**config.mk**
```make
export PLATFORM = sky130hd
export DESIGN_NAME = chec_event_counters
export DESIGN_NICKNAME = d
export VERILOG_FILES = /design/src/include/chec_pkg.sv /design/src/rtl/chec_event_counters.sv
export VERILOG_INCLUDE_DIRS = /design/src /design/src/include
export SDC_FILE = /design/constraint.sdc
export NUM_CORES = 1
export LEC_CHECK = 0
export ABC_AREA = 1
export ABC_CLOCK_PERIOD_IN_PS = 5600
export BUFFER_PORTS_ARGS = -buffer_cell sky130_fd_sc_hd__buf_2
export CAP_MARGIN = 10
export CORE_MARGIN = 2
export CORE_UTILIZATION = 45
export DETAILED_ROUTE_END_ITERATION = 16
export PLACE_DENSITY = 0.63
export SLEW_MARGIN = 20
export SYNTH_ARGS = -nofsm -noshare
export SYNTH_HDL_FRONTEND = slang
export SYNTH_SLANG_ARGS = --single-unit
```
**constraint.sdc**
```tcl
create_clock -name clk_i -period 5.6 [get_ports clk_i]
set_clock_uncertainty 0.2 [all_clocks]
set_input_delay 1.12 -clock clk_i [delete_from_list [all_inputs] [get_ports clk_i]]
set_output_delay 1.12 -clock clk_i [all_outputs]
set_load 0.005 [all_outputs]
```
**src/include/chec_params.svh**
```systemverilog
// Register offsets, field positions and reset values of the event counters
`ifndef CHEC_PARAMS_SVH
`define CHEC_PARAMS_SVH

// ****************************************
// Register byte offsets
// ****************************************
`define CHEC_OFF_GCTL     8'h00
`define CHEC_OFF_GFLAGS   8'h04
`define CHEC_OFF_INTMASK  8'h08
`define CHEC_OFF_FCTL     8'h0C
`define CHEC_OFF_FVAL_LO  8'h10
`define CHEC_OFF_FVAL_HI  8'h14
`define CHEC_OFF_PCTL0    8'h18
`define CHEC_OFF_PVAL0_LO 8'h1C
`define CHEC_OFF_PVAL0_HI 8'h20
`define CHEC_OFF_PCTL1    8'h24
`define CHEC_OFF_PVAL1_LO 8'h28
`define CHEC_OFF_PVAL1_HI 8'h2C
`define CHEC_OFF_EVENTS   8'h30

// ****************************************
// Field positions
// ****************************************
`define CHEC_GCTL_FRZ     0
`define CHEC_GCTL_UNFRZ   1
`define CHEC_GCTL_RST     2
`define CHEC_FCTL_OVEN    20
`define CHEC_FCTL_RSV     21
`define CHEC_FCTL_EN      22
`define CHEC_PCTL_EVSEL_LO 0
`define CHEC_PCTL_OVEN    20
`define CHEC_PCTL_EN      22
`define CHEC_FLAG_FIXED   0
`define CHEC_FLAG_PROG0   1

// ****************************************
// Reset values
// ****************************************
`define CHEC_RST_CTL      32'h0000_0000
`define CHEC_RST_CNT      48'h0000_0000_0000
`define CHEC_FRZ_RST      1'b1

`endif

```
**src/include/chec_pkg.sv**
```systemverilog
// Types shared by the event counter block
package chec_pkg;

  typedef struct packed {
    logic [5:0] addr;
    logic we;
    logic [3:0] sel;
    logic [31:0] data;
  } chec_req_t;

  typedef struct packed {
    logic en;
    logic overflow_report_enable;
    logic [7:0] ev_sel;
  } chec_ctl_t;

endpackage

```
**src/rtl/chec_event_counters.sv**
```systemverilog
// Event counters of the configuration hub with Wishbone slave and interrupt
`include "chec_params.svh"
`timescale 1ns/1ps
`default_nettype none

module chec_event_counters
  import chec_pkg::*;
#(
  parameter int CNT_W = 48,
  parameter int N_EVENTS = 8
) (
  input wire logic clk_i, // Clock
  input wire logic rst_i, // Sync reset, high
  input wire logic wb_cyc_i, // Bus cycle
  input wire logic wb_stb_i, // Strobe
  input wire logic wb_we_i, // Write
  input wire logic [7:0] wb_adr_i, // Byte address
  input wire logic [3:0] wb_sel_i, // Byte lanes
  input wire logic [31:0] wb_dat_i, // Write data
  output logic [31:0] wb_dat_o, // Read data
  output logic wb_ack_o, // Acknowledge
  input wire logic [N_EVENTS-1:0] event_i, // Event strobes, same clock
  output logic irq_o // Level interrupt
);

  // ****************************************
  // Elaboration checks
  // ****************************************
  initial begin
    if (CNT_W < 33 || CNT_W > 64) $error("CNT_W out of range");
    if (N_EVENTS < 1 || N_EVENTS > 256) $error("N_EVENTS out of range");
  end

  localparam int NP = 2;

  // ****************************************
  // Bus decode
  // ****************************************
  function automatic logic [31:0] wmask(input logic [3:0] sel);
    return {{8{sel[3]}}, {8{sel[2]}}, {8{sel[1]}}, {8{sel[0]}}};
  endfunction

  function automatic logic hit(input logic [7:0] a, input logic [7:0] off);
    return a == off;
  endfunction

  chec_req_t req;
  logic acc, wr;
  logic [31:0] m, wd;
  assign req = '{addr: wb_adr_i[7:2], we: wb_we_i, sel: wb_sel_i, data: wb_dat_i};
  assign acc = wb_cyc_i && wb_stb_i && !wb_ack_o;
  assign wr = acc && req.we;
  assign m = wmask(req.sel);
  assign wd = req.data & m;

  always_ff @(posedge clk_i) begin
    if (rst_i) begin
      wb_ack_o <= 1'b0;
    end else begin
      wb_ack_o <= acc;
    end
  end

  // ****************************************
  // Global control
  // ****************************************
  logic frz_q;
  logic gctl_wr, rst_cnt;
  assign gctl_wr = wr && hit(wb_adr_i, `CHEC_OFF_GCTL) && req.sel[0];
  assign rst_cnt = gctl_wr && req.data[`CHEC_GCTL_RST];

  always_ff @(posedge clk_i) begin
    if (rst_i) begin
      frz_q <= `CHEC_FRZ_RST;
    end else if (gctl_wr) begin
      if (req.data[`CHEC_GCTL_FRZ]) begin
        frz_q <= 1'b1;
      end else if (req.data[`CHEC_GCTL_UNFRZ]) begin
        frz_q <= 1'b0;
      end
    end
  end

  // ****************************************
  // Fixed counter
  // ****************************************
  chec_ctl_t fctl_q;
  logic [CNT_W-1:0] fcnt_q;
  logic [CNT_W:0] fsum;
  logic fov;
  logic [63:0] fwide;
  assign fsum = {1'b0, fcnt_q} + {{CNT_W{1'b0}}, 1'b1};
  assign fov = fctl_q.en && !frz_q && fsum[CNT_W];
  assign fwide = 64'(fcnt_q);

  always_ff @(posedge clk_i) begin
    if (rst_i) begin
      fctl_q <= '0;
    end else if (wr && hit(wb_adr_i, `CHEC_OFF_FCTL) && req.sel[2]) begin
      fctl_q.en <= req.data[`CHEC_FCTL_EN];
      fctl_q.overflow_report_enable <= req.data[`CHEC_FCTL_OVEN];
    end
  end

  always_ff @(posedge clk_i) begin
    if (rst_i || rst_cnt) begin
      fcnt_q <= `CHEC_RST_CNT;
    end else if (wr && hit(wb_adr_i, `CHEC_OFF_FVAL_LO)) begin
      fcnt_q[31:0] <= (fcnt_q[31:0] & ~m) | wd;
    end else if (wr && hit(wb_adr_i, `CHEC_OFF_FVAL_HI)) begin
      // upper bits reserved
      // Only the count bits above 31 are kept
      fcnt_q[CNT_W-1:32] <= (CNT_W-32)'((fwide[63:32] & ~m) | wd);
    end else if (fctl_q.en && !frz_q) begin
      fcnt_q <= fsum[CNT_W-1:0];
    end
  end

  // ****************************************
  // Programmable counters
  // ****************************************
  chec_ctl_t pctl_q [NP];
  logic [CNT_W-1:0] pcnt_q [NP];
  logic [NP-1:0] pov;

  genvar g;
  generate
    for (g = 0; g < NP; g++) begin : g_prog
      logic [7:0] o_ctl, o_lo, o_hi;
      logic [CNT_W:0] psum;
      logic inc;
      logic [63:0] pwide;
      assign o_ctl = `CHEC_OFF_PCTL0 + 8'(g * 12);
      assign o_lo = `CHEC_OFF_PVAL0_LO + 8'(g * 12);
      assign o_hi = `CHEC_OFF_PVAL0_HI + 8'(g * 12);
      assign inc = pctl_q[g].en && !frz_q && (int'(pctl_q[g].ev_sel) < N_EVENTS) &&
                   event_i[pctl_q[g].ev_sel[$clog2(N_EVENTS+1)-1:0] % N_EVENTS];
      assign psum = {1'b0, pcnt_q[g]} + {{CNT_W{1'b0}}, 1'b1};
      // Carry out of the top bit on a counting step
      assign pov[g] = inc && (&pcnt_q[g]);
      assign pwide = 64'(pcnt_q[g]);

      always_ff @(posedge clk_i) begin
        if (rst_i) begin
          pctl_q[g] <= '0;
        end else if (wr && hit(wb_adr_i, o_ctl)) begin
          if (req.sel[2]) begin
            pctl_q[g].en <= req.data[`CHEC_PCTL_EN];
            pctl_q[g].overflow_report_enable <= req.data[`CHEC_PCTL_OVEN];
          end
          if (req.sel[0]) begin
            pctl_q[g].ev_sel <= req.data[7:0];
          end
        end
      end

      always_ff @(posedge clk_i) begin
        if (rst_i || rst_cnt) begin
          pcnt_q[g] <= `CHEC_RST_CNT;
        // Bus write wins over counting
        end else if (wr && hit(wb_adr_i, o_lo)) begin
          pcnt_q[g][31:0] <= (pcnt_q[g][31:0] & ~m) | wd;
        end else if (wr && hit(wb_adr_i, o_hi)) begin
          pcnt_q[g][CNT_W-1:32] <= (CNT_W-32)'((pwide[63:32] & ~m) | wd);
        end else if (inc) begin
          pcnt_q[g] <= psum[CNT_W-1:0];
        end
      end
    end
  endgenerate

  logic [NP-1:0] pcarry;
  generate
    for (g = 0; g < NP; g++) begin : g_carry
      // Carry reported only with report enable
      assign pcarry[g] = pov[g] && pctl_q[g].overflow_report_enable;
    end
  endgenerate

  // ****************************************
  // Overflow flags and interrupt
  // ****************************************
  logic [NP:0] flags_q, mask_q, set_v, clr_v;
  assign set_v = {pcarry, fov && fctl_q.overflow_report_enable};
  assign clr_v = (wr && hit(wb_adr_i, `CHEC_OFF_GFLAGS) && req.sel[0]) ? req.data[NP:0] : '0;

  always_ff @(posedge clk_i) begin
    if (rst_i) begin
      flags_q <= '0;
    end else begin
      flags_q <= (flags_q & ~clr_v) | set_v;
    end
  end

  always_ff @(posedge clk_i) begin
    if (rst_i) begin
      mask_q <= '0;
    end else if (wr && hit(wb_adr_i, `CHEC_OFF_INTMASK) && req.sel[0]) begin
      mask_q <= req.data[NP:0];
    end
  end

  always_ff @(posedge clk_i) begin
    if (rst_i) begin
      irq_o <= 1'b0;
    end else begin
      irq_o <= |(flags_q & mask_q);
    end
  end

  // ****************************************
  // Read data
  // ****************************************
  function automatic logic [31:0] ctl_word(input chec_ctl_t c);
    logic [31:0] w;
    w = '0;
    w[`CHEC_FCTL_EN] = c.en;
    w[`CHEC_FCTL_OVEN] = c.overflow_report_enable;
    w[7:0] = c.ev_sel;
    return w;
  endfunction

  // Unmapped offsets read zero
  logic [31:0] rd;
  always_comb begin
    rd = '0;
    case (wb_adr_i)
      `CHEC_OFF_GCTL: rd = 32'(frz_q);
      `CHEC_OFF_GFLAGS: rd = 32'(flags_q);
      `CHEC_OFF_INTMASK: rd = 32'(mask_q);
      `CHEC_OFF_FCTL: rd = ctl_word('{en: fctl_q.en, overflow_report_enable: fctl_q.overflow_report_enable, ev_sel: 8'h00});
      `CHEC_OFF_FVAL_LO: rd = fwide[31:0];
      `CHEC_OFF_FVAL_HI: rd = fwide[63:32];
      `CHEC_OFF_PCTL0: rd = ctl_word(pctl_q[0]);
      `CHEC_OFF_PVAL0_LO: rd = 32'(pcnt_q[0]);
      `CHEC_OFF_PVAL0_HI: rd = 32'(pcnt_q[0] >> 32);
      `CHEC_OFF_PCTL1: rd = ctl_word(pctl_q[1]);
      `CHEC_OFF_PVAL1_LO: rd = 32'(pcnt_q[1]);
      `CHEC_OFF_PVAL1_HI: rd = 32'(pcnt_q[1] >> 32);
      default: rd = '0;
    endcase
  end

  always_ff @(posedge clk_i) begin
    if (rst_i) begin
      wb_dat_o <= '0;
    // Read data held until the next read
    end else if (acc && !req.we) begin
      wb_dat_o <= rd;
    end
  end

endmodule

`default_nettype wire

```
==> impl_metrics.tcl, run 1 <==
set metrics [dict create \
    status "finished clean" \
    critical_path.max_fanout 41 \
    htreeDepth 1 \
    synth_warnings 0 \
    cts-hold-fix-buffers 0 \
    seq_area_frac_synth_pct 33.7 \
    ys.flop_type "edfxtp_1" \
    core-area_um2 34500 \
    fill_cells 3570 \
    vias 17500 \
    routed_wl_um 66400 \
    syn_avg_cell_area_um2 6.37 \
    cp-start-kind "input port" \
    rsz0062_at_grt "false" \
    vdd_drop_max_mv 0.221 \
    place_area_um2 16400 \
    drtAntennaViolNets 0 \
    port_buffers 90 \
    r2r_start "wb_ack_o" \
    synthArstFlopShare_pct 0 \
    yosys.area.top_type "edfxtp_1" \
    viasPerCell 5.85 \
    hp-class "reg -> reg" \
    place_congestion 1.02 \
    cp.required_ns 5.44 \
    ff2ff_path_depth 8 \
    final_nets 2580 \
    clock_path_buffers 3 \
    finalSetupViolCount 0 \
    grt.overflow.total 0 \
    cts.clk_slew.worst_paths_ns 0.06 \
    p_per_area_nw_per_um2 214 \
    cts_tree "done" \
    first_iter_violations 2216 \
    num_rows 68 \
    regArea_um2 5310 \
    worst_pin_slew_ns 1.09 \
    wl_per_cell_um 22.2 \
    worstSetupEndpoint "pcnt_q[0][46]" \
    synth_cell_types 47 \
    end_kind "flop" \
    p_leak_uw 0.00690 \
    maxSlewHeadroom_pct 27.0 \
    drv_slew 0 \
    num_io_pins 91 \
    synth_area_um2 15700 \
    cts_buffers 26 \
    die-area_um2 36500 \
    ys_ff_latch 207 \
    multi_input_area_um2 9060 \
    yosys-top-cells-area "edfxtp_1, nand2_1, dfxtp_1" \
    synth_edf_count 116 \
    netlist.area_leader.share_pct 22.1 \
    hold_viol 0 \
    synth_cells 2470 \
    final_layout_size_suffix_gt1_share_pct 8.98 \
    period_share_pct 67.0 \
    finalSetupTns_ns 0 \
    antenna_found_initial 3 \
    insertion_delay_ns 0.57 \
    hold_ws_ns 0.261 \
    grt_pass1_wl_um 99200 \
    cts_setup_buffers 0 \
    cts-root-buf "clkbuf_16" \
    grt_start_max_net_pins 55 \
    period_needed_ns 3.75 \
    die_h_um 191 \
    antenna_cells 0 \
    area_growth_pct 9.62 \
    r2r-end "pcnt_q[0][46]" \
    max_cap_viol_count 0 \
    first_global_vias 16200 \
    die_x_um 191 \
    startpoint "wb_sel_i[0]" \
    max_freq_mhz 267 \
    global_route.usage.total_pct 36.3 \
    arrival_ns 3.59 \
    design_area_um2 17200 \
    place_hpwl_um 51500 \
    critPathKind "in -> reg" \
    drc 0 \
    rrSetupSlack_ns 2.32 \
    start_util_pct 45.6 \
    dr.pass1.iters 6 \
    cts_resized 0 \
    synth_nets 2530 \
    cts_num_sinks 207 \
]
cells in the mapped netlist (all sizes together) (4+ instances only):
cell type,instances
o211ai,4
xnor2,8
clkbuf,27
nand3b,12
nor3,17
xor2,41
o22ai,6
nor2,348
inv,243
o221ai,13
dfxtp,91
o21ai,179
o21a,5
nand4,60
and3,4
nand2,882
edfxtp,116
nand3,166
a21oi,180
buf,49
through the flow:
step | power (uW) | setup slack (ns) | instances | utilization (%)
2_1_floorplan | 1840 | 2.44 | 2470 | -
6_report | 3700 | 1.85 | 2995 | 50.0
3_5_place_dp | 1970 | 1.28 | 2947 | 47.5
5_1_grt | 3780 | 1.64 | 2995 | 50.0
4_1_cts | 3690 | 1.89 | 2995 | 50.0
3_3_place_gp | 1970 | 1.38 | 2947 | 47.5
routing by layer:
metal / wire [um] / vias up / GRT usage (%) / part of all wire [%]
li1: - / 8152 / - / -
met1: 26900 / 8214 / 48.7 / 40
met2: 29600 / 978 / 57.7 / 45
met3: 6710 / 164 / 5.76 / 10
met4: 3220 / 0 / 15.8 / 4.8
met5: 0 / - / 0 / 0
critical path: stages:
cell	delay, ns
buf_2	0.11
inv_1	0.63
nor2_4	0.14
nand3_4	0.15
nand2_4	0.30
inv_2	0.40
nand3_1	0.74
power by group:
group / switching, uW / total [uW] / internal (uW)
Sequential: 44.3 / 1680 / 1630
Clock: 708 / 1750 / 1040
Combinational: 208 / 271 / 63.4
kinds of logic after synthesis:
logic type	share of synthesized area, %
flip-flops	33.7
XOR/XNOR	2.73
adder cells (fa/ha/maj)	0.239
AND/OR/NAND/NOR	41.1
buffers and inverters	8.71
AO/OA/AOI/OAI	13.5
worst min-delay path by stage:
stage,slack (ns),cells past startpoint,start,endpoint
3_5_place_dp,0.25,2,wb_dat_o[15],wb_dat_o[15]
6_report,0.26,2,wb_dat_o[15],wb_dat_o[15]
4_1_cts,0.26,2,wb_dat_o[15],wb_dat_o[15]
5_1_grt,0.28,2,wb_dat_o[10],wb_dat_o[10]
3_3_place_gp,0.25,2,wb_dat_o[11],wb_dat_o[11]
2_1_floorplan,0.26,2,wb_dat_o[0],wb_dat_o[0]
layout by cell type (no fill, tap or decap), types with 11 or more instances in the layout:
cell       Yosys  layout
edfxtp_1     116     116
o21ai_1       40      42
nand4_1       59      59
buf_2         24      90
dfxtp_1       91      91
nand2_1      860     860
nor2_2         9      11
nand2_2       14      14
nand3_1      156     156
inv_1        228     227
nor2_1       316     314
nor3_1        15      15
o21ai_0      137     135
nand3b_1      12      12
xor2_1        41      41
a21oi_1      178     178
nor2_4        22      22
inv_2         15      15
o221ai_1      13      13
clkbuf_16      0      29
final cells by class:
cell class,count,area share (%)
multi-input cells,1943,52.5
flip-flops and latches,207,30.8
inverters,244,5.31
clock buffers,41,4.70
well taps,455,3.30
repair buffers,98,2.96
clock inverters,7,0.414
Note: power is estimated with default switching activity, not from simulation.
==> inputs of run 2 (changes only) <==
--- a/config.mk
+++ b/config.mk
@@ -7,13 +7,13 @@
 export NUM_CORES = 1
 export LEC_CHECK = 0
 export ABC_AREA = 1
-export ABC_CLOCK_PERIOD_IN_PS = 5600
+export ABC_CLOCK_PERIOD_IN_PS = 3130
 export BUFFER_PORTS_ARGS = -buffer_cell sky130_fd_sc_hd__buf_2
 export CAP_MARGIN = 10
 export CORE_MARGIN = 2
 export CORE_UTILIZATION = 45
 export DETAILED_ROUTE_END_ITERATION = 16
-export PLACE_DENSITY = 0.63
+export PLACE_DENSITY = 0.65
 export SLEW_MARGIN = 20
 export SYNTH_ARGS = -nofsm -noshare
 export SYNTH_HDL_FRONTEND = slang
==> constraint.sdc (replaced) <==
create_clock -name clk_i -period 3.13 [get_ports clk_i]
set_clock_uncertainty 0.2 [all_clocks]
set_input_delay 0.626 -clock clk_i [delete_from_list [all_inputs] [get_ports clk_i]]
set_output_delay 0.626 -clock clk_i [all_outputs]
set_load 0.005 [all_outputs]
==> impl_metrics.tcl, run 2 (same netlist as run 1, synthesis figures left out) <==
set metrics [dict create \
    status "finished clean" \
    hp-start "wb_cyc_i" \
    finalSetupViolCount 0 \
    cts_buffers 26 \
    drv_slew 0 \
    cts_setup_buffers 0 \
    routed_wl_um 66700 \
    cp.required_ns 3.40 \
    die-area_um2 36500 \
    place_hpwl_um 52700 \
    drtAntennaViolNets 0 \
    maxUsedRoutingLayer "met4" \
    cts_tree "done" \
    period_needed_ns 2.78 \
    die_h_um 191 \
    final_common_cell "nand2_1" \
    most-common-layout-cells "nand2_1, nor2_1, inv_1, a21oi_1, nand3_1" \
    hp-class "in -> reg" \
    htreeDepth 1 \
    port_buffers 90 \
    cts-hold-fix-buffers 0 \
    vdd_drop_max_mv 0.391 \
    num_rows 68 \
    whs_path_depth 3 \
    antenna_found_initial 2 \
    path_common_cell "nand2_1" \
    crit_chain "buf_2 > nor2_4 > inv_1 > nor2_1 > nand2_1 > o21ai_0 > nor2_1 > nand2_1 > nand2_1 > a21oi_1" \
    maxSlewHeadroom_pct 27.2 \
    arrival_ns 3.05 \
    global_route.usage.total_pct 36.3 \
    viasPerCell 5.80 \
    grt_start_max_net_pins 54 \
    cts_num_sinks 207 \
    cp-start-kind "input port" \
    drc 0 \
    final_layout_size_suffix_gt1_share_pct 10.5 \
    route.met2.wl_um 30200 \
    critical_path.max_fanout 18 \
    grt.overflow.total 0 \
    finalSetupTns_ns 0 \
    insertion_delay_ns 0.56 \
    area_growth_pct 11.9 \
    max_freq_mhz 360 \
    cts-root-buf "clkbuf_16" \
    start_util_pct 45.6 \
    wl_met1_um 26100 \
    holdPathEnd "wb_ack_o" \
    worst_pin_slew_ns 1.09 \
    antenna_cells 0 \
    startpoint "wb_adr_i[1]" \
    first_global_vias 16400 \
    r2r-end "pcnt_q[1][47]" \
    grt_pass1_wl_um 99700 \
    place_area_um2 16700 \
    num_io_pins 91 \
    wl_per_cell_um 22.0 \
    rsz0062_at_grt "false" \
    place_congestion 1.02 \
    hold_viol 0 \
    period_share_pct 88.7 \
    final_nets 2621 \
    design_area_um2 17600 \
    slowest_stage "o21ai_0" \
    cts.clk_slew.worst_paths_ns 0.07 \
    clock_path_buffers 3 \
    die_x_um 191 \
    p_per_area_nw_per_um2 378 \
    rrSetupSlack_ns 0.42 \
    max_cap_viol_count 0 \
    end_kind "flop" \
    dr.pass1.iters 6 \
    met3_length_um 6660 \
    hold_ws_ns 0.185 \
    crit_path_max_incr_delay_ns 0.74 \
    ff2ff_path_depth 9 \
    p_leak_uw 0.00712 \
    first_iter_violations 2154 \
    vias 17600 \
    r2r_start "pcnt_q[1][10]" \
    critPathKind "in -> reg" \
    cts_resized 0 \
    core-area_um2 34500 \
]
[run 2: cell count changes in the layout (fill, tap and decap cells not counted), sizes merged]
cell    change
inv         +1
buf        +41
clkinv      -1
[run 2: per-layer routing]
layer  GRT usage (%)  vias up
met5               0        -
met4            17.5        0
met3            5.23      192
met2            58.4     1027
met1            47.8     8155
li1                -     8239
[run 2: through the flow]
stage               std cells  utilization [%]  total power [uW]  setup slack (ns)
finish                   3036             51.1              6660             0.354
global route             3036             51.1              6790             0.293
CTS                      3036             51.1              6630             0.499
detailed placement       2988             48.5              3530           -0.0424
global placement         2988             48.5              3530           -0.0662
floorplan                2470                -              3290             0.461
[run 2: worst max-delay path by stage]
stage                              end  slack [ns]  cells after the start
final                      wb_dat_o[3]        0.35                     10
after global routing       wb_dat_o[3]        0.29                     10
after CTS                  wb_dat_o[3]        0.50                     10
after detailed placement   wb_dat_o[3]       -0.04                     10
after global placement     wb_dat_o[3]       -0.07                     10
after floorplan           pcnt_q[1][0]        0.46                      7
[run 2: worst max-delay path, delay by kind of cell]
family | cells | cell delay, ns
and+or+nand+nor | 6 | 1.35
AOI/OAI and AO/OA | 2 | 0.86
buffers and inverters | 2 | 0.21
[run 2: layout make-up]
type | instances | area [um2]
Multi-Input combinational cell | 1943 | 9060
Tap cell | 455 | 569
Clock inverter | 7 | 61.3
Timing Repair Buffer | 139 | 868
Clock buffer | 41 | 830
Sequential cell | 207 | 5310
Inverter | 244 | 916
Fill cell | 3652 | 16900
[run 2: where the power goes]
part	total, uW	internal (uW)	switching (uW)
Clock	3160	1890	1270
Sequential	2990	2920	74.4
Combinational	505	133	372
